===== config.mk =====
export PLATFORM = sky130hd
export DESIGN_NAME = ethernet_phy_line_codec
export DESIGN_NICKNAME = d
export VERILOG_FILES = /design/src/rtl/phy_codec_pkg.sv /design/src/rtl/code_group_decoder.sv /design/src/rtl/manchester_tx_jabber.sv /design/src/rtl/ethernet_phy_line_codec.sv
export SDC_FILE = /design/constraint.sdc
export NUM_CORES = 1
export LEC_CHECK = 0
export ABC_AREA = 1
export BUFFER_PORTS_ARGS = -buffer_cell sky130_fd_sc_hd__buf_2
export CORE_UTILIZATION = 62
export DETAILED_ROUTE_END_ITERATION = 10
export HOLD_SLACK_MARGIN = 0.08
export PLACE_DENSITY = 0.77
export SETUP_SLACK_MARGIN = 0.4
export SLEW_MARGIN = 5
export SYNTH_ARGS = -nofsm -noshare
export SYNTH_HDL_FRONTEND = slang
export SYNTH_SLANG_ARGS = --single-unit

===== constraint.sdc =====
create_clock -name MCLK -period 2.5 [get_ports MCLK]
set_clock_uncertainty 0.1 [all_clocks]
set_input_delay 0 -clock MCLK [delete_from_list [all_inputs] [get_ports MCLK]]
set_output_delay 0 -clock MCLK [all_outputs]
set_load 0.02 [all_outputs]

===== src/rtl/phy_codec_pkg.sv =====
package phy_codec_pkg;

    // Clock
    localparam int CLK_MHZ = 25;
    localparam int CLK_NS  = 40;

    // 100BASE-X code-groups
    localparam logic [4:0] CG_I = 5'h1F;
    localparam logic [4:0] CG_J = 5'h18;
    localparam logic [4:0] CG_K = 5'h11;
    localparam logic [4:0] CG_T = 5'h0D;
    localparam logic [4:0] CG_R = 5'h07;
    localparam logic [4:0] DATA_CODE [16] = '{5'h1E, 5'h09, 5'h14, 5'h15, 5'h0A, 5'h0B,
                                              5'h0E, 5'h0F, 5'h12, 5'h13, 5'h16, 5'h17,
                                              5'h1A, 5'h1B, 5'h1C, 5'h1D};
    localparam logic [3:0] NIB_PREAMBLE = 4'h5;
    localparam logic [3:0] NIB_BAD_SSD  = 4'hE;
    localparam logic [2:0] GRP_LAST     = 3'h4;

    // Descrambler
    localparam logic [4:0] LOCK_RUN     = 5'h1D;
    localparam logic [3:0] IDLE_BITS    = 4'hA;
    localparam int         IDLE_WIN_US  = 40;
    localparam int         IDLE_WIN_CYC = IDLE_WIN_US * CLK_MHZ;
    localparam logic [9:0] IDLE_WIN_LAST = 10'(IDLE_WIN_CYC - 1);

    // 10M timing: 20 MHz half-bit enable made from 25 MHz by a 4/5 accumulator
    localparam logic [3:0] MAN_STEP      = 4'h4;
    localparam logic [3:0] MAN_MOD       = 4'h5;
    localparam int         NLP_PERIOD_MS = 16;
    localparam int         NLP_PERIOD_CYC = NLP_PERIOD_MS * 1000 * CLK_MHZ;
    localparam int         NLP_WIDTH_NS  = 100;
    localparam logic [1:0] NLP_WIDTH_CYC = 2'((NLP_WIDTH_NS + CLK_NS - 1) / CLK_NS);
    localparam int         NLP_MAX_NS    = 300;
    localparam logic [3:0] NLP_MAX_CYC   = 4'(NLP_MAX_NS / CLK_NS);
    localparam int         JABBER_MS     = 45;
    localparam int         JABBER_CYC    = JABBER_MS * 1000 * CLK_MHZ;
    localparam int         LINK_LOSS_MS  = 100;
    localparam int         LINK_LOSS_CYC = LINK_LOSS_MS * 1000 * CLK_MHZ;
    localparam logic [2:0] MID_MIN       = 3'h2;
    localparam int         CNT_W         = 22;

    typedef enum logic [1:0] {HUNT, SSD_K, FRAME, ESD_R} rx100_state_t;

endpackage


===== src/rtl/code_group_decoder.sv =====
`timescale 1ns/1ps
module code_group_decoder (
    input  wire logic [4:0] grp,
    output logic      [3:0] nib,
    output logic            is_data
);
    import phy_codec_pkg::*;

    logic [15:0] hit;

    genvar i;
    generate
        for (i = 0; i < 16; i++) begin : g_cmp
            assign hit[i] = (grp == DATA_CODE[i]);
        end
    endgenerate

    always_comb begin
        nib = 4'h0;
        for (int k = 0; k < 16; k++) begin
            if (hit[k]) begin
                nib = 4'(k);
            end
        end
    end

    assign is_data = |hit;

endmodule // code_group_decoder


===== src/rtl/manchester_tx_jabber.sv =====
`timescale 1ns/1ps
module manchester_tx_jabber (
    input  wire logic                           clk,
    input  wire logic                           rst_n,
    input  wire logic                           enable,
    input  wire logic                           txen,
    input  wire logic [3:0]                     txd,
    input  wire logic [phy_codec_pkg::CNT_W-1:0] nlp_period,
    input  wire logic [phy_codec_pkg::CNT_W-1:0] jabber_limit,
    output logic                                nib_stb,
    output logic                                line,
    output logic                                drive,
    output logic                                jabber
);
    import phy_codec_pkg::*;

    logic [3:0]       acc_r, acc_nxt, sum;
    logic [2:0]       half_r, half_nxt;
    logic [3:0]       sh_r, sh_nxt;
    logic             busy_r, busy_nxt;
    logic             line_r, line_nxt;
    logic [1:0]       pw_r, pw_nxt;
    logic [CNT_W-1:0] nlp_r, nlp_nxt;
    logic [CNT_W-1:0] jcnt_r, jcnt_nxt;
    logic             jab_r, jab_nxt;
    logic             en, bitv;

    always_comb begin
        sum      = acc_r + MAN_STEP;
        en       = (sum >= MAN_MOD);
        acc_nxt  = en ? sum - MAN_MOD : sum;
        half_nxt = half_r;
        sh_nxt   = sh_r;
        busy_nxt = busy_r;
        line_nxt = line_r;
        pw_nxt   = pw_r;
        nlp_nxt  = nlp_r;
        jcnt_nxt = jcnt_r;
        jab_nxt  = jab_r;
        nib_stb  = en && (half_r == 3'h0) && txen && !jab_r && enable;
        bitv     = 1'b0;
        if (!txen) begin
            jcnt_nxt = '0;
            jab_nxt  = 1'b0;
        end else if (jcnt_r == jabber_limit - 1'b1) begin
            jab_nxt = 1'b1;
        end else begin
            jcnt_nxt = jcnt_r + 1'b1;
        end
        if (en) begin
            if (half_r == 3'h0) begin
                busy_nxt = nib_stb;
                if (nib_stb) begin
                    sh_nxt = txd;
                end
            end
            if (busy_nxt) begin
                bitv     = sh_nxt[half_r[2:1]];
                line_nxt = half_r[0] ? bitv : !bitv;
                half_nxt = half_r + 3'h1;
            end else begin
                half_nxt = 3'h0;
            end
        end
        if (jab_nxt) begin
            busy_nxt = 1'b0;
            half_nxt = 3'h0;
        end
        if (busy_nxt || txen || !enable) begin
            nlp_nxt = '0;
            pw_nxt  = 2'h0;
        end else begin
            if (pw_r != 2'h0) begin
                pw_nxt = pw_r - 2'h1;
            end
            if (nlp_r == nlp_period - 1'b1) begin
                nlp_nxt = '0;
                pw_nxt  = NLP_WIDTH_CYC;
            end else begin
                nlp_nxt = nlp_r + 1'b1;
            end
        end
        if (!busy_nxt) begin
            line_nxt = (pw_nxt != 2'h0);
        end
    end

    always_ff @(posedge clk) begin
        if (!rst_n) begin
            acc_r  <= 4'h0;
            half_r <= 3'h0;
            sh_r   <= 4'h0;
            busy_r <= 1'b0;
            line_r <= 1'b0;
            pw_r   <= 2'h0;
            nlp_r  <= '0;
            jcnt_r <= '0;
            jab_r  <= 1'b0;
        end else begin
            acc_r  <= acc_nxt;
            half_r <= half_nxt;
            sh_r   <= sh_nxt;
            busy_r <= busy_nxt;
            line_r <= line_nxt;
            pw_r   <= pw_nxt;
            nlp_r  <= nlp_nxt;
            jcnt_r <= jcnt_nxt;
            jab_r  <= jab_nxt;
        end
    end

    assign line   = line_r;
    assign drive  = busy_r || (pw_r != 2'h0);
    assign jabber = jab_r;

endmodule // manchester_tx_jabber


===== src/rtl/ethernet_phy_line_codec.sv =====
`timescale 1ns/1ps
// Summary of operation
// MLT-3 levels converted to NRZI first
// Descrambler learns key on idle, then locks
// No idle within 40us aborts, resynchronises
// J/K pair sets group alignment per frame
// Valid code-groups decoded to RXD nibbles
// J/K delivered as two 0101 nibbles
// J/K raises RXDV; later groups become data
// T/R or two idles end frame silently
// Unexpected group in frame asserts RXER
// Bad start delimiter: RXER, RXD 1110, no RXDV
// MAC nibbles at 2.5MHz serialised to 10Mbps
// Manchester encoding on derived 20MHz rate
// Link pulses sent while TXEN low
// Reversed receive pair detected, corrected, flagged
// 10M receive decodes Manchester into nibbles
// Received link pulses keep 10M link up
// Jabber stops line drive within 45ms
// Jabber state clears when TXEN drops
// J 11000 after idle, K 10001 after J
// T 01101 then R 00111 ends carrier
// Invalid code-groups raise RXER during RXDV
// Standard 4B/5B data code assignment
// Nibble handoff paced per MII speed
module ethernet_phy_line_codec #(
    parameter int unsigned NLP_PERIOD   = phy_codec_pkg::NLP_PERIOD_CYC,
    parameter int unsigned JABBER_LIMIT = phy_codec_pkg::JABBER_CYC,
    parameter int unsigned LINK_LOSS    = phy_codec_pkg::LINK_LOSS_CYC
) (
    input  wire logic       MCLK,
    input  wire logic       NRST,
    input  wire logic       SPEED100,
    input  wire logic [1:0] MLT3_LEVEL,
    input  wire logic       MLT3_VALID,
    input  wire logic       RX10_LINE,
    input  wire logic       RX10_SQ,
    input  wire logic       TXEN,
    input  wire logic [3:0] TXD,
    output logic      [3:0] RXD,
    output logic            RXDV,
    output logic            RXER,
    output logic            CRS,
    output logic            RX_NIB_STB,
    output logic            DESCR_LOCKED,
    output logic            POLARITY_REVERSED_FLAG,
    output logic            LINK10_UP,
    output logic            TX_NIB_STB,
    output logic            TX10_LINE,
    output logic            TX10_DRIVE,
    output logic            JABBER
);
    import phy_codec_pkg::*;

    localparam logic [CNT_W-1:0] LINK_LAST = CNT_W'(LINK_LOSS - 1);

    // 100M front end: NRZI and descrambler
    logic [1:0]       lvl_prev_r, lvl_prev_nxt;
    logic             nrzi_r, nrzi_nxt;
    logic [10:0]      key_r, key_nxt;
    logic             lock_r, lock_nxt;
    logic [4:0]       match_r, match_nxt;
    logic [3:0]       idle_run_r, idle_run_nxt;
    logic [9:0]       win_r, win_nxt;
    logic             bit_v_r, bit_v_nxt;
    logic             bit_r, bit_nxt;
    logic             abort_r, abort_nxt;
    logic             s_bit, pred, d_bit;

    always_comb begin
        lvl_prev_nxt = lvl_prev_r;
        nrzi_nxt     = nrzi_r;
        key_nxt      = key_r;
        lock_nxt     = lock_r;
        match_nxt    = match_r;
        idle_run_nxt = idle_run_r;
        bit_v_nxt    = 1'b0;
        bit_nxt      = bit_r;
        abort_nxt    = 1'b0;
        win_nxt      = win_r + 10'h001;
        pred         = key_r[10] ^ key_r[8];
        s_bit        = 1'b0;
        d_bit        = 1'b0;
        if (MLT3_VALID) begin
            lvl_prev_nxt = MLT3_LEVEL;
            nrzi_nxt     = nrzi_r ^ (MLT3_LEVEL != lvl_prev_r);
            s_bit        = nrzi_nxt ^ nrzi_r;
            if (!lock_r) begin
                key_nxt = {key_r[9:0], !s_bit};
                if (!s_bit == pred) begin
                    match_nxt = match_r + 5'h01;
                    if (match_r == LOCK_RUN) begin
                        lock_nxt = 1'b1;
                    end
                end else begin
                    match_nxt = 5'h00;
                end
            end else begin
                key_nxt   = {key_r[9:0], pred};
                d_bit     = s_bit ^ pred;
                bit_v_nxt = 1'b1;
                bit_nxt   = d_bit;
                if (!d_bit) begin
                    idle_run_nxt = 4'h0;
                end else if (idle_run_r != IDLE_BITS) begin
                    idle_run_nxt = idle_run_r + 4'h1;
                end
            end
        end
        if (!lock_r || idle_run_r == IDLE_BITS) begin
            win_nxt = 10'h000;
        end else if (win_r == IDLE_WIN_LAST) begin
            lock_nxt     = 1'b0;
            match_nxt    = 5'h00;
            idle_run_nxt = 4'h0;
            abort_nxt    = 1'b1;
            bit_v_nxt    = 1'b0;
            win_nxt      = 10'h000;
        end
    end

    always_ff @(posedge MCLK) begin
        if (!NRST) begin
            lvl_prev_r <= 2'h0;
            nrzi_r     <= 1'b0;
            key_r      <= 11'h000;
            lock_r     <= 1'b0;
            match_r    <= 5'h00;
            idle_run_r <= 4'h0;
            win_r      <= 10'h000;
            bit_v_r    <= 1'b0;
            bit_r      <= 1'b0;
            abort_r    <= 1'b0;
        end else begin
            lvl_prev_r <= lvl_prev_nxt;
            nrzi_r     <= nrzi_nxt;
            key_r      <= key_nxt;
            lock_r     <= lock_nxt;
            match_r    <= match_nxt;
            idle_run_r <= idle_run_nxt;
            win_r      <= win_nxt;
            bit_v_r    <= bit_v_nxt;
            bit_r      <= bit_nxt;
            abort_r    <= abort_nxt;
        end
    end

    // 100M alignment and 5B/4B decode
    rx100_state_t st_r, st_nxt;
    logic [9:0]   sh_r, sh_nxt;
    logic [2:0]   cnt_r, cnt_nxt;
    logic         idle_seen_r, idle_seen_nxt;
    logic         pend_r, pend_nxt;
    logic [3:0]   rxd100_r, rxd100_nxt;
    logic         rxdv100_r, rxdv100_nxt;
    logic         rxer100_r, rxer100_nxt;
    logic         crs100_r, crs100_nxt;
    logic         stb100_r, stb100_nxt;
    logic [4:0]   grp;
    logic [3:0]   dec_nib;
    logic         dec_data;
    logic         grp_end;

    assign grp     = {sh_r[3:0], bit_r};
    assign grp_end = bit_v_r && (cnt_r == GRP_LAST);

    code_group_decoder u_dec (
        .grp     (grp),
        .nib     (dec_nib),
        .is_data (dec_data)
    );

    always_comb begin
        st_nxt        = st_r;
        sh_nxt        = sh_r;
        cnt_nxt       = cnt_r;
        idle_seen_nxt = idle_seen_r;
        pend_nxt      = 1'b0;
        rxd100_nxt    = rxd100_r;
        rxdv100_nxt   = rxdv100_r;
        rxer100_nxt   = 1'b0;
        crs100_nxt    = crs100_r;
        stb100_nxt    = 1'b0;
        if (pend_r) begin
            rxd100_nxt = NIB_PREAMBLE;
            stb100_nxt = 1'b1;
        end
        if (bit_v_r) begin
            sh_nxt  = {sh_r[8:0], bit_r};
            cnt_nxt = (cnt_r == GRP_LAST) ? 3'h0 : cnt_r + 3'h1;
        end
        unique case (st_r)
            HUNT: begin
                if (bit_v_r && {sh_r[8:0], bit_r} == {CG_I, CG_J}) begin
                    st_nxt     = SSD_K;
                    cnt_nxt    = 3'h0;
                    crs100_nxt = 1'b1;
                end
            end
            SSD_K: begin
                if (grp_end) begin
                    if (grp == CG_K) begin
                        rxd100_nxt    = NIB_PREAMBLE;
                        stb100_nxt    = 1'b1;
                        rxdv100_nxt   = 1'b1;
                        pend_nxt      = 1'b1;
                        idle_seen_nxt = 1'b0;
                        st_nxt        = FRAME;
                    end else begin
                        rxd100_nxt  = NIB_BAD_SSD;
                        rxer100_nxt = 1'b1;
                        stb100_nxt  = 1'b1;
                        crs100_nxt  = 1'b0;
                        st_nxt      = HUNT;
                    end
                end
            end
            FRAME: begin
                if (grp_end) begin
                    if (dec_data) begin
                        rxd100_nxt    = dec_nib;
                        stb100_nxt    = 1'b1;
                        idle_seen_nxt = 1'b0;
                    end else if (grp == CG_T) begin
                        st_nxt        = ESD_R;
                        idle_seen_nxt = 1'b0;
                    end else if (grp == CG_I) begin
                        if (idle_seen_r) begin
                            rxdv100_nxt = 1'b0;
                            crs100_nxt  = 1'b0;
                            st_nxt      = HUNT;
                        end
                        idle_seen_nxt = 1'b1;
                    end else begin
                        rxd100_nxt    = dec_nib;
                        rxer100_nxt   = 1'b1;
                        stb100_nxt    = 1'b1;
                        idle_seen_nxt = 1'b0;
                    end
                end
            end
            ESD_R: begin
                if (grp_end) begin
                    if (grp == CG_R) begin
                        rxdv100_nxt = 1'b0;
                        crs100_nxt  = 1'b0;
                        st_nxt      = HUNT;
                    end else begin
                        rxer100_nxt = 1'b1;
                        stb100_nxt  = 1'b1;
                        st_nxt      = FRAME;
                    end
                end
            end
        endcase
        if (abort_r) begin
            st_nxt      = HUNT;
            rxdv100_nxt = 1'b0;
            crs100_nxt  = 1'b0;
            pend_nxt    = 1'b0;
        end
    end

    always_ff @(posedge MCLK) begin
        if (!NRST) begin
            st_r        <= HUNT;
            sh_r        <= 10'h000;
            cnt_r       <= 3'h0;
            idle_seen_r <= 1'b0;
            pend_r      <= 1'b0;
            rxd100_r    <= 4'h0;
            rxdv100_r   <= 1'b0;
            rxer100_r   <= 1'b0;
            crs100_r    <= 1'b0;
            stb100_r    <= 1'b0;
        end else begin
            st_r        <= st_nxt;
            sh_r        <= sh_nxt;
            cnt_r       <= cnt_nxt;
            idle_seen_r <= idle_seen_nxt;
            pend_r      <= pend_nxt;
            rxd100_r    <= rxd100_nxt;
            rxdv100_r   <= rxdv100_nxt;
            rxer100_r   <= rxer100_nxt;
            crs100_r    <= crs100_nxt;
            stb100_r    <= stb100_nxt;
        end
    end

    // 10M receive: pin synchronisers
    logic line_s1_r, line_s2_r, sq_s1_r, sq_s2_r;

    always_ff @(posedge MCLK) begin
        if (!NRST) begin
            line_s1_r <= 1'b0;
            line_s2_r <= 1'b0;
            sq_s1_r   <= 1'b0;
            sq_s2_r   <= 1'b0;
        end else begin
            line_s1_r <= RX10_LINE;
            line_s2_r <= line_s1_r;
            sq_s1_r   <= RX10_SQ;
            sq_s2_r   <= sq_s1_r;
        end
    end

    // 10M receive: Manchester decode, polarity, link pulses
    logic             lvl_d_r, sq_d_r, in10_r, in10_nxt;
    logic [2:0]       since_r, since_nxt;
    logic             pol_r, pol_nxt, pol_done_r, pol_done_nxt;
    logic             raw_prev_r, raw_prev_nxt, first_r, first_nxt;
    logic [3:0]       nsh_r, nsh_nxt, rxd10_r, rxd10_nxt, hi_r, hi_nxt;
    logic [1:0]       bcnt_r, bcnt_nxt;
    logic             stb10_r, stb10_nxt, link_r, link_nxt;
    logic [CNT_W-1:0] lcnt_r, lcnt_nxt;
    logic             raw, rbit;

    always_comb begin
        in10_nxt     = in10_r;
        since_nxt    = (since_r == 3'h7) ? since_r : since_r + 3'h1;
        pol_nxt      = pol_r;
        pol_done_nxt = pol_done_r;
        raw_prev_nxt = raw_prev_r;
        first_nxt    = first_r;
        nsh_nxt      = nsh_r;
        rxd10_nxt    = rxd10_r;
        bcnt_nxt     = bcnt_r;
        stb10_nxt    = 1'b0;
        hi_nxt       = sq_s2_r ? ((hi_r == 4'hF) ? hi_r : hi_r + 4'h1) : 4'h0;
        link_nxt     = link_r;
        lcnt_nxt     = lcnt_r + 1'b1;
        raw          = line_s2_r;
        rbit         = line_s2_r ^ pol_r;
        if (lcnt_r == LINK_LAST) begin
            lcnt_nxt = lcnt_r;
            link_nxt = 1'b0;
        end
        if (sq_s2_r && !in10_r && hi_r == NLP_MAX_CYC) begin
            in10_nxt     = 1'b1;
            first_nxt    = 1'b1;
            pol_done_nxt = 1'b0;
            bcnt_nxt     = 2'h0;
            since_nxt    = MID_MIN;
        end
        if (!sq_s2_r && sq_d_r) begin
            in10_nxt = 1'b0;
            lcnt_nxt = '0;
            link_nxt = 1'b1;
        end
        if (in10_r && sq_s2_r && line_s2_r != lvl_d_r && since_r >= MID_MIN) begin
            since_nxt = 3'h0;
            if (!first_r && !pol_done_r && raw == raw_prev_r) begin
                pol_nxt      = !raw;
                pol_done_nxt = 1'b1;
                rbit         = !raw ^ raw;
            end
            raw_prev_nxt = raw;
            first_nxt    = 1'b0;
            nsh_nxt      = {rbit, nsh_r[3:1]};
            bcnt_nxt     = bcnt_r + 2'h1;
            if (bcnt_r == 2'h3) begin
                rxd10_nxt = {rbit, nsh_r[3:1]};
                stb10_nxt = 1'b1;
            end
        end
    end

    always_ff @(posedge MCLK) begin
        if (!NRST) begin
            lvl_d_r    <= 1'b0;
            sq_d_r     <= 1'b0;
            in10_r     <= 1'b0;
            since_r    <= 3'h0;
            pol_r      <= 1'b0;
            pol_done_r <= 1'b0;
            raw_prev_r <= 1'b0;
            first_r    <= 1'b0;
            nsh_r      <= 4'h0;
            rxd10_r    <= 4'h0;
            hi_r       <= 4'h0;
            bcnt_r     <= 2'h0;
            stb10_r    <= 1'b0;
            link_r     <= 1'b0;
            lcnt_r     <= '0;
        end else begin
            lvl_d_r    <= line_s2_r;
            sq_d_r     <= sq_s2_r;
            in10_r     <= in10_nxt;
            since_r    <= since_nxt;
            pol_r      <= pol_nxt;
            pol_done_r <= pol_done_nxt;
            raw_prev_r <= raw_prev_nxt;
            first_r    <= first_nxt;
            nsh_r      <= nsh_nxt;
            rxd10_r    <= rxd10_nxt;
            hi_r       <= hi_nxt;
            bcnt_r     <= bcnt_nxt;
            stb10_r    <= stb10_nxt;
            link_r     <= link_nxt;
            lcnt_r     <= lcnt_nxt;
        end
    end

    // 10M transmit
    manchester_tx_jabber u_tx (
        .clk          (MCLK),
        .rst_n        (NRST),
        .enable       (!SPEED100),
        .txen         (TXEN),
        .txd          (TXD),
        .nlp_period   (CNT_W'(NLP_PERIOD)),
        .jabber_limit (CNT_W'(JABBER_LIMIT)),
        .nib_stb      (TX_NIB_STB),
        .line         (TX10_LINE),
        .drive        (TX10_DRIVE),
        .jabber       (JABBER)
    );

    // MII receive mux by speed
    assign RXD                    = SPEED100 ? rxd100_r : rxd10_r;
    assign RXDV                   = SPEED100 ? rxdv100_r : in10_r;
    assign RXER                   = SPEED100 && rxer100_r;
    assign CRS                    = SPEED100 ? crs100_r : in10_r;
    assign RX_NIB_STB             = SPEED100 ? stb100_r : stb10_r;
    assign DESCR_LOCKED           = lock_r;
    assign POLARITY_REVERSED_FLAG = pol_r;
    assign LINK10_UP              = link_r;

endmodule // ethernet_phy_line_codec


* Word level (Yosys, flattened, before mapping) *
Index checks and enable logic that the tools add are counted.

operators by class
  $add $sub $neg = 14
  order comparisons = 3
  eq/ne operators = 56
  multiplexer cells = 136
  bitwise operators = 9
  reductions and logical operators = 58

operators with widths
  cell                                                                     count
  4-bit two-way mux                                                        26
  5-bit equality test, second input constant                               14
  1-bit two-way mux                                                        69
  22-bit by 1-bit adder with 22-bit output, second input constant          3
  2-bit two-way mux                                                        19
  5-bit by 4-bit equality test with 1-bit output, second input constant    6
  3-bit two-way mux                                                        9
  2-bit != test, second input constant                                     13
  5-bit two-way mux                                                        5
  22-bit by 19-bit equality test with 1-bit output, second input constant  1
  22-bit by 21-bit equality test with 1-bit output, second input constant  1
  22-bit equality test, second input constant                              1
  10-bit equality test, second input constant                              2
  10-bit AND reduction                                                     2
  16-bit OR reduction                                                      1
  1-bit logical AND                                                        15
  2-bit AND reduction                                                      7
  10-bit by 1-bit adder with 10-bit output, second input constant          1
  1-bit zero test                                                          10
  2-bit nonzero test                                                       5
  2-bit OR reduction                                                       5
  3-bit by 1-bit adder with 3-bit output, second input constant            3
  1-bit case mux with 3 select lines                                       3
  3-bit OR reduction                                                       3
  other kinds (35)                                                         52

word-level totals
  register bits after elaboration = 173
  output and inout bits = 15
  logic and storage cells = 325

* Longest topological paths before layout *
Gate-level depths: netlist of run 1.

  depth after elaboration = 21
  depth in mapped cells = 14
  mapped depth without buffers = 14

* Modules after synthesis *
A second synthesis of run 1 with hierarchy kept.

unflattened totals
  cells, all modules = 1561
  area total of the unflattened synthesis = 10438.8 µm²

by module, submodules not included
  module                   instances  cells each  area an instance (µm²)
  ethernet_phy_line_codec  1          740         5233.8
  manchester_tx_jabber     1          783         5017.3
  code_group_decoder       1          38          187.7

* Worst setup path after synthesis of run 1 *
Ideal clock, no wire load.

  path type = register to register
  from = register lcnt_r[0]
  to = register lcnt_r[20]
  setup time = 0.128 ns
  data arrival time = 1.521 ns
  required time = 2.272 ns
  setup slack = 0.751 ns
  stages on the path, launching flop included = 7
  buffers on the path = 0
  period minus slack after synthesis = 1.749 ns
  path through = dfxtp_1 > ha_1 > nand3_1 > nor4_1 > nand4_1 > xor2_1 > nor2_1

between the ends
  longest elaborated chain between the ends = 1

ends and longest elaborated chain
  item                                                                                     RTL line                                                        text
  start: declaration                                                                       ethernet_phy_line_codec.sv:315                                  logic [CNT_W-1:0] lcnt_r, lcnt_nxt;
  start signal: assignment                                                                 ethernet_phy_line_codec.sv:400                                  lcnt_r <= lcnt_nxt;
  22-bit by 1-bit adder with 22-bit output / 22-bit equality test (equally long branches)  ethernet_phy_line_codec.sv:331, ethernet_phy_line_codec.sv:334

Parallel ways exist; a longest one is shown, timed or not.
A chain may end at the register's enable or synchronous reset.

* Worst setup path in the final report of run 1 *
Same ends and word-level chain as after synthesis.

==> results of run 1 <==
==> cell usage in the layout, fill, tap and decap left out, types with 10 or more instances in the layout <==
| master | instances |
|---|---|
| a21oi_1 | 86 |
| buf_2 | 27 |
| clkbuf_16 | 17 |
| dfxtp_1 | 170 |
| dlygate4sd3_1 | 15 |
| ha_1 | 24 |
| inv_1 | 156 |
| nand2_1 | 220 |
| nand3_1 | 66 |
| nand4_1 | 19 |
| nor2_1 | 127 |
| nor3_1 | 46 |
| nor4_1 | 11 |
| o21ai_0 | 72 |
| or2_2 | 14 |
| xnor2_1 | 10 |
| xor2_1 | 19 |
==> synthesized netlist by cell type, types with 14 or more instances <==
| cell | number | area share [%] |
|---|---|---|
| nor3_1 | 47 | 2.9 |
| nand4_1 | 19 | 1.4 |
| inv_1 | 157 | 7.2 |
| or2_2 | 14 | 1.1 |
| nand3_1 | 66 | 4.0 |
| ha_1 | 25 | 3.8 |
| nor2_1 | 130 | 5.9 |
| xor2_1 | 19 | 2.0 |
| o21ai_0 | 72 | 4.4 |
| nand2_1 | 220 | 10 |
| dfxtp_1 | 171 | 42 |
| a21oi_1 | 86 | 5.2 |
==> power by group through the flow <==
stage	logic [uW]	clock network (uW)	registers (uW)
floorplan	518	0	2920
global placement	635	0	2930
detailed placement	656	0	2930
CTS	708	2610	2870
global route	828	2720	2880
finish	717	2580	2880
==> what timing repair did <==
item                                    in CTS  in global routing
pin swaps                                    2                  0
endpoints found under the setup margin       2                 12
hold buffers                                15                  0
endpoints found under the hold margin       61                  0
buffers inserted                             2                  0
gates resized for setup                      1                 10
==> final timing paths <==
kind / start / endpoint / slack (ns) / cells after the start
setup reg to reg: lcnt_r[0]$_SDFFE_PP0N_ / lcnt_r[20]$_SDFFE_PP0N_ / 0.51 / 6
setup / recovery: lcnt_r[0]$_SDFFE_PP0N_ / lcnt_r[20]$_SDFFE_PP0N_ / 0.51 / 6
hold / removal: RX10_LINE / line_s1_r$_SDFF_PN0_ / 0.22 / 4
hold reg to reg: sq_s1_r$_SDFF_PN0_ / sq_s2_r$_SDFF_PN0_ / 0.32 / 2
==> layer usage <==
layer	GRT usage (%)	part of all wire (%)
met1	31.57	47
met2	45.57	49
met3	6.076	3.6
met4	7.679	0.92
met5	0	0
==> stage by stage <==
stage	power (uW)	area, sq um	worst slack [ns]	utilization, %
floorplan	3443	8224	0.7509	-
global placement	3563	8521	0.5065	66.71
detailed placement	3589	8521	0.3496	66.71
CTS	6196	9270	0.4402	72.57
global route	6431	9300	0.3409	72.81
finish	6172	9300	0.5091	72.81
==> registers in the layout (all words and copies together) (netlist names), 3 cells and up <==
| register | count |
|---|---|
| u_tx.acc_r | 4 |
| rxd100_r | 4 |
| sh_r | 9 |
| u_tx.jcnt_r | 22 |
| match_r | 5 |
| idle_run_r | 4 |
| nsh_r | 3 |
| key_r | 11 |
| u_tx.half_r | 3 |
| since_r | 3 |
| win_r | 10 |
| u_tx.sh_r | 4 |
| hi_r | 4 |
| rxd10_r | 4 |
| u_tx.nlp_r | 22 |
| cnt_r | 3 |
| lcnt_r | 22 |
==> critical path: cells and delay by family (launching register included) <==
kind          cells  cell delay (ns)
flops             1             0.42
simple gates      4             0.88
xor+xnor          1             0.17
fa+ha+maj         1             0.27
==> kinds of logic (layout without fill, tap and decap cells) <==
kind of cell    count (synthesis)  in the layout  synth area share, %
compound gates                196            196                13.10
buf+inv                       180            240                8.504
simple gates                  541            541                29.76
flops                         171            171                41.62
xor+xnor                       29             29                3.088
mux                             1              1               0.1217
fa+ha+maj                      25             25                3.803
==> cell type report <==
type / instances / area [sq um]
Timing Repair Buffer: 50 / 349.1
Fill cell: 1010 / 3473
Clock buffer: 23 / 488.0
Tap cell: 172 / 215.2
Multi-Input combinational cell: 792 / 4133
Sequential cell: 171 / 3425
Clock inverter: 7 / 90.09
Inverter: 160 / 600.6
==> out/results.txt, run 1 <==
Setup repair after global routing could not meet its margin everywhere. Synthesis instantiated 50 different standard cells from the library. The worst path in the final design needs a cycle of 1.991 ns, including I/O delays and setup. The biggest cell delay along the critical path is 0.46 ns, and the proportion of total power due to net switching is 24.81%. Synthesis inferred 171 register bits. At the end of routability-driven placement, the weighted congestion stood at 0.8600. Counting flops with an async set or reset pin after synthesis yields a share of 0%. Summed over all layers, the global routing overflow is 0. The cell at the root of the clock tree was clkbuf_16.

The tools report the count of endpoints failing hold in the final timing report as 0. TritonCTS built the clock tree. The synthesized area per cell was 7.195 sq um; the average wire per standard cell was 12.30 um.

The core outline area is 0.01277 sq mm. The vias per cell was 5.331; the routed via count was 7330. Global routing consumed, over all layers together, 25.96% of the routing resources. The share of final-layout standard cells stronger than drive strength 1 works out to 9.643%. The clock passes through at most 2 buffers. Relative to the synthesized area, the layout overhead comes to 13.08%. For this block, the routed nets add up to 16910 um of wire.

The wire-length estimate of the detail-placed layout is 11980 um. Clock tree synthesis found a total of 171 sinks. The min-delay analysis places its worst path in the category primary input to register. STA classifies the critical path startpoint as a register. The x dimension of the die came out at 117.2 um. The cell area power density was 663.7 mW/mm^2; the logic gate share of total power was 11.6%. The actual transition at the worst max-transition pin works out to 0.7801 ns. The sum of negative setup slack was 0 ns; the number of ports placed on the die boundary was 28. Final count of pins violating max slew: 0. For the peak ir drop on the vdd network, the log shows 589.3 uV. The initial antenna violation count is 0, and the full die area is 0.01373 sq mm.

Yosys mapped a number of flops with a built-in enable equal to 0. In this run the vertical extent of the chip is 117.2 um. The first detailed-routing pass took 5 iterations. The cell count after placement is 1328, and the via count of the first global-routing pass is 6547.

The number of antenna diodes in the final layout is 0. Synthesized netlist cell count: 1143. The count of nets left with antenna violations once routing finished came out at 0. The H-tree was split into 4 levels.

The first global-routing pass estimated 28470 um of wire. Synthesis produced a netlist with a net count of 1181. The cell area that synthesis handed to floorplanning was 0.008224 sq mm. After synthesis, flip-flops and latches occupy 41.62% of the total area. The worst-skew pair later-pin latency was 0.42 ns; the number of buffers inserted by port buffering was 27. The critical path is of the register to register type.

For the setup violation total in the final timing report, the log shows 0. The clock group share of total power is 41.8%, and the final net count is 1230. The initialized floorplan defines 41 standard-cell rows. The commonest register cell after synthesis was dfxtp_1. Hold timing on the final database bottoms out at a slack of 0.2246 ns. For this design the static power due to leakage is 0.003606 uW. The required time of the critical path came out at 2.68 ns.

The signal on the critical path passes through ha_2 -> nand3_1 -> nor4_2 -> nand4_1 -> xor2_1 -> nor2_1. TritonCTS created 17 clock buffers. Across the run, the number of max-cap violations was 0.

The violation count after the first detailed-route iteration was 490; the clock slew seen by the registers of the worst setup and hold paths was 0.06 ns. The maximum fanout along the worst path is 6. Critical path capture point type: a register.

The portion of the clock cycle consumed by the worst path in the final layout was 79.63%; the maximum number of pins on one net before global-route repair was 24. Registers are responsible for 46.6% of the overall power. In this run the power spent charging and discharging nets is 1531 uW. The initial utilization of the core area, before any placement, comes to 64.38%. The run gives 2.17 ns as the arrival time at the worst endpoint.

For this run, the number of Yosys warnings is 0. The number of non-filler instances in the completed layout came out at 1375. The flow ran to the end, and the final reports show no timing, DRC or antenna violations. The internal portion of the total power is 4641 uW. Headroom to the max-slew limit came out at 47.87%. The cell with the biggest individual delay on the critical path is nor4_2. The logs give 0 for the remaining routing DRC violations and 0.5023 GHz for the highest achievable clock rate.
Power figures use the tool's default switching activity.
==> inputs of run 2 (changes only) <==
- CORE_UTILIZATION: 62 -> 56
- PLACE_DENSITY: 0.77 -> 0.73
- clock period: 2.5 -> 1.63 ns (I/O delays scaled with it)
==> out/results.txt, run 2 <==
The number of buffers inserted by port buffering works out to 27 (unchanged). The proportion of netlist area held by the largest area contributor was 41.62% (unchanged). The share of async-settable or async-resettable flops after synthesis was 0% (unchanged). The x dimension of the die is 123.2 um (+5.1%), and the placer's final routability congestion estimate is 0.8733 (+1.5%).

The first error in the log reads "[ERROR GRT-0232] Routing congestion too high. Check the congestion heatmap in the GUI". The run gives 0 (unchanged) as the number of warning messages in the yosys log. Sorting the synthesized cells by how often they occur yields nand2_1 (220), dfxtp_1 (171), inv_1 (157), nor2_1 (130), a21oi_1 (86). In the global-route stage, repair_timing last flagged the worst endpoint as u_tx.line$_SDFFE_PN0P_/D.

The initial antenna violation count was 5; the floorplan row count was 43 (+4.9%). The tools report the starting density of the core as 58.34% (-6.0 points). The tools report the H-tree depth as 4 (unchanged). The synthesized area per cell is 7.195 sq um (unchanged). The cell taking the most area after synthesis was dfxtp_1.

The flow did not finish. By instance count, the leading cell after synthesis is nand2_1. The number of clock sinks seen by CTS is 171 (unchanged). Entering global routing, the biggest net connects 18 pins. In the post-synthesis netlist, the biggest area contributors are dfxtp_1 (42%), nand2_1 (10%), inv_1 (7.2%). The tools report the post-synthesis cell area as 0.008224 sq mm (unchanged). Stage at which the run stopped: global routing (5_1_grt).

The cell at the root of the clock tree is clkbuf_16. The run gives 2 (unchanged) as the worst-case clock buffer depth. The number of ports placed on the die boundary is 28 (unchanged), and the post-synthesis sequential element count is 171 (unchanged).

The tools report the number of unique standard cell types used by synthesis as 50 (unchanged). Number of nets produced by synthesis: 1181 (unchanged). The floorplan die height was 123.2 um (+5.1%); the post-DP HPWL was 13340 um (+11%).

The type of pin the worst path ends at is a sequential cell input. The placed standard-cell area is 0.009842 sq mm (+16%). The total congestion overflow after global routing is 49. The number of flops mapped to enable cells by yosys is 0 (unchanged), and the fraction of the yosys area taken by sequential cells is 41.62% (unchanged). The logs give 1143 (unchanged) for the synthesized netlist cell count and 17 (unchanged) for the TritonCTS buffer count. The commonest register cell after synthesis was dfxtp_1.

Overall routing resource usage: 78.19%.
==> run 2: cell counts after synthesis <==
No cell type changed its count.
==> run 2: through the flow <==
step / util (%) / TNS (ns) / hold slack (ns) / worst slack [ns] / instances
4_1_cts: 86.15 / -1.505 / -0.1255 / -0.1278 / 1529
3_5_place_dp: 69.82 / -3.185 / 0.08853 / -0.2048 / 1424
3_3_place_gp: 69.82 / -1.317 / 0.08275 / -0.1349 / 1424
2_1_floorplan: - / -0.2456 / -0.002369 / -0.03650 / 1143
==> run 2: timing repair <==
item,4_1_cts
hold buffers,13
resized for setup,323
buffers inserted,59
pin swaps,130
gates cloned,1
endpoints found under the hold margin,65
endpoints found under the setup margin,144
==> run 2: cell families after synthesis <==
kind of cell,synth area share [%]
simple gates,29.76
xor+xnor,3.088
buf+inv,8.504
fa+ha+maj,3.803
compound gates,13.10
mux,0.1217
flops,41.62
==> run 2: per-layer routing <==
layer / global-route usage, % / GRT overflow
met4: 77.86 / 21
met2: 92.74 / 26
met1: 76.51 / 0
met5: 29.17 / 0
met3: 68.36 / 2
==> inputs of run 3 (changes only) <==
- CORE_UTILIZATION: 56 -> 40
- HOLD_SLACK_MARGIN: 0.08 -> unset
- PLACE_DENSITY: 0.73 -> unset
- PLACE_DENSITY_LB_ADDON: unset -> 0.15
- SETUP_SLACK_MARGIN: 0.4 -> unset
- clock period: 1.63 -> 2.1 ns (I/O delays scaled with it)
==> out/results.txt, run 3 (synthesized netlist as in run 1, its figures left out) <==
The flow ran to the end, but the final reports show violations. The final reports fail on design-rule violations. The smallest clock period supported by the final layout is computed as 1.950 ns. The die covers 0.02114 sq mm. Clock tree synthesis selected as its root buffer the cell clkbuf_16. The x dimension of the die is 145.4 um (+18%).

0 antenna diodes ended up in the layout. Entering global routing, the biggest net connects 45 pins. The share of final-layout standard cells stronger than drive strength 1 came out at 11.70%. Global routing consumed, over all layers together, 17.72% of the routing resources. In this run the most critical hold path is launched from RX10_SQ. In this run the worst hold path is classified as primary input to register.

The vias per cell is 4.830, and the count of endpoints failing hold in the final timing report is 0. Of all nets on the critical path, the largest fanout is 8. The placed standard-cell area was 0.008816 sq mm (-10%). Setup violations remaining at the end of the flow were counted as 0. The number of nets still failing antenna checks after routing is 0, and the average wire per standard cell is 11.93 um. Max-cap violations in this run came to 0. The portion of the clock cycle consumed by the worst path in the final layout was 92.84%; the clock group share of total power was 43.6%.

Total power for the finished layout comes to 7720 uW. VDD sags by at most 551.1 uV. Counting cells, the worst reg-to-reg path comes to 10. Final wirelength: 17910 um. The sequential cell area in the final layout is 0.003430 sq mm, and the first-pass GRT wire length is 31040 um. The run gives 2 (unchanged) as the worst-case clock buffer depth. The layout has 2036 filler cells. The starting density of the core came out at 40.78% (-18 points). The type of the setup path with the least slack is register to register.

Traced cell by cell, the critical path runs through inv_1 -> ha_4 -> inv_2 -> nand3_4 -> nand2_2 -> o21ai_2 -> nor3_2 -> nand3_2 -> buf_12 -> nor3_1. Internal power comes to 5775 uW. In the final layout, the registers with the most flip-flops are lcnt_r: 22 flops, u_tx.jcnt_r: 22 flops, u_tx.nlp_r: 22 flops. Sequential cells account for 44.2% of the total power.

The tools report the cell area after layout as 0.009714 sq mm. The final route contains 7250 vias. The TritonCTS buffer count came out at 17 (unchanged). The area overhead of the layout relative to synthesis works out to 18.12%. The slack of the worst reg-to-reg path is 0.15 ns. For the headroom to the max-slew limit, the log shows 68.60%.

The leakage dissipation is 0.003783 uW, and the worst hold slack after final layout is 0.1912 ns. The library cells used most frequently in the layout, excluding fill and tap cells, are nand2_1 (218), dfxtp_1 (166), inv_1 (156). The endpoint identified for the worst register-to-register timing path is u_tx.nlp_r[2]$_SDFF_PP0_. Timing would allow up to 0.5129 GHz. The final count of pins violating max slew is 0. The actual transition at the worst max-transition pin is 0.4710 ns.

The logs give 2.20 ns for the arrival time at the worst endpoint and 7 for the detailed-routing iteration count for the pre-antenna-repair pass. STA classifies the critical path endpoint as a register. The remaining routing DRC violations was 1. The worst register-to-register path begins at u_tx.acc_r[2]$_SDFF_PN0_. Final net count: 1257. The tools report the placer's final routability congestion estimate as 0.8126 (-7.0%).

In this run the power density over the cells is 794.7 mW/mm^2. STA classifies the critical path startpoint as a register. For hold timing, the worst endpoint is sq_s1_r$_SDFF_PN0_. The initial antenna violation count was 0. The largest individual stage delay along the critical path comes from the cell dfxtp_1. TritonCTS built the clock tree. The run gives 4 (unchanged) as the H-tree depth. For this run, the slowest stage of the critical path takes 0.33 ns. Together, buffers and inverters on the worst path number 3. In this run the power spent charging and discharging nets is 1945 uW.

Data on the critical path is required at its endpoint by 2.35 ns. The run gives 0 as the total congestion overflow after global routing. The number of clock sinks seen by CTS was 171 (unchanged); the violation count after the first detailed-route iteration was 313. The proportion of total power due to net switching works out to 25.19%.

The floorplan row count was 52 (+21%); the logic gate share of total power was 12.2%. The depth of the worst hold-timing path is 4, and the floorplan die height is 145.4 um (+18%). The number of ports placed on the die boundary is 28 (unchanged), and the footprint of the multi-input gates is 0.004139 sq mm.

The number of buffers inserted by port buffering was 27 (unchanged); the post-DP HPWL was 13030 um (-2.3%). The worst-skew pair later-pin latency is 0.43 ns. After clock tree synthesis, the clock-pin slew on the worst setup and hold paths is 0.06 ns.

Leaving out fill and tap cells, the most frequent cell in the layout is nand2_1. The largest delay contributor family on the critical path was simple AND/OR/NAND/NOR gates. The run gives 6938 as the via count of the first global-routing pass. The core outline area is 0.02017 sq mm.
==> run 3: tightest hold or removal path: stages <==
cell           delay (ns)
dlygate4sd3_1        0.52
buf_2                0.09
nand2_1              0.04
inv_1                0.04
==> run 3: per-layer routing <==
layer | share of wire, % | wire (um) | GRT usage [%]
met1 | 49 | 8719 | 21.85
met2 | 47 | 8434 | 30.70
met3 | 2.8 | 493 | 3.856
met4 | 1.4 | 257 | 5.684
met5 | 0 | 0 | 0
==> run 3: metrics by stage <==
stage	cells	worst slack, ns	util, %	setup TNS [ns]
3_5_place_dp	1449	0.1701	43.71	0
6_report	1501	0.1503	48.16	0
5_1_grt	1501	-0.01101	48.16	-0.02845
3_3_place_gp	1449	0.2126	43.71	0
4_1_cts	1497	0.07183	47.65	0
2_1_floorplan	1143	0.3509	-	0
==> run 3: worst max-delay path by stage <==
stage / slack, ns / from / endpoint / cells past startpoint
final: 0.15 / u_tx.acc_r[2]$_SDFF_PN0_ / u_tx.nlp_r[2]$_SDFF_PP0_ / 10
after global routing: -0.01 / u_tx.half_r[0]$_SDFFE_PP0N_ / u_tx.nlp_r[10]$_SDFF_PP0_ / 10
after CTS: 0.07 / u_tx.acc_r[2]$_SDFF_PN0_ / u_tx.sh_r[1]$_SDFFE_PN0N_ / 9
after detailed placement: 0.17 / u_tx.acc_r[2]$_SDFF_PN0_ / u_tx.nlp_r[2]$_SDFF_PP0_ / 10
after global placement: 0.21 / u_tx.acc_r[2]$_SDFF_PN0_ / u_tx.nlp_r[2]$_SDFF_PP0_ / 10
after floorplan: 0.35 / lcnt_r[0]$_SDFFE_PP0N_ / lcnt_r[20]$_SDFFE_PP0N_ / 6
==> run 3: area by class of cell <==
cell class | count | share of cell area [%]
Clock buffer | 21 | 4.740
Sequential cell | 171 | 35.30
Tap cell | 270 | 3.478
Multi-Input combinational cell | 792 | 42.61
Clock inverter | 10 | 1.687
Inverter | 160 | 6.182
Timing Repair Buffer | 77 | 6.002
==> run 3: power by group through the flow <==
stage	clock, uW	sequential [uW]	combinational, uW
2_1_floorplan	0	3480	617
3_3_place_gp	0	3480	834
3_5_place_dp	0	3490	834
4_1_cts	3460	3410	867
5_1_grt	3590	3430	1070
6_report	3360	3420	942
==> run 3: repair_timing <==
action	CTS	global route
setup buffers	0	3
hold endpoints to repair	39	0
endpoints found under the setup margin	0	8
hold buffers	17	0
gates resized for setup	0	17
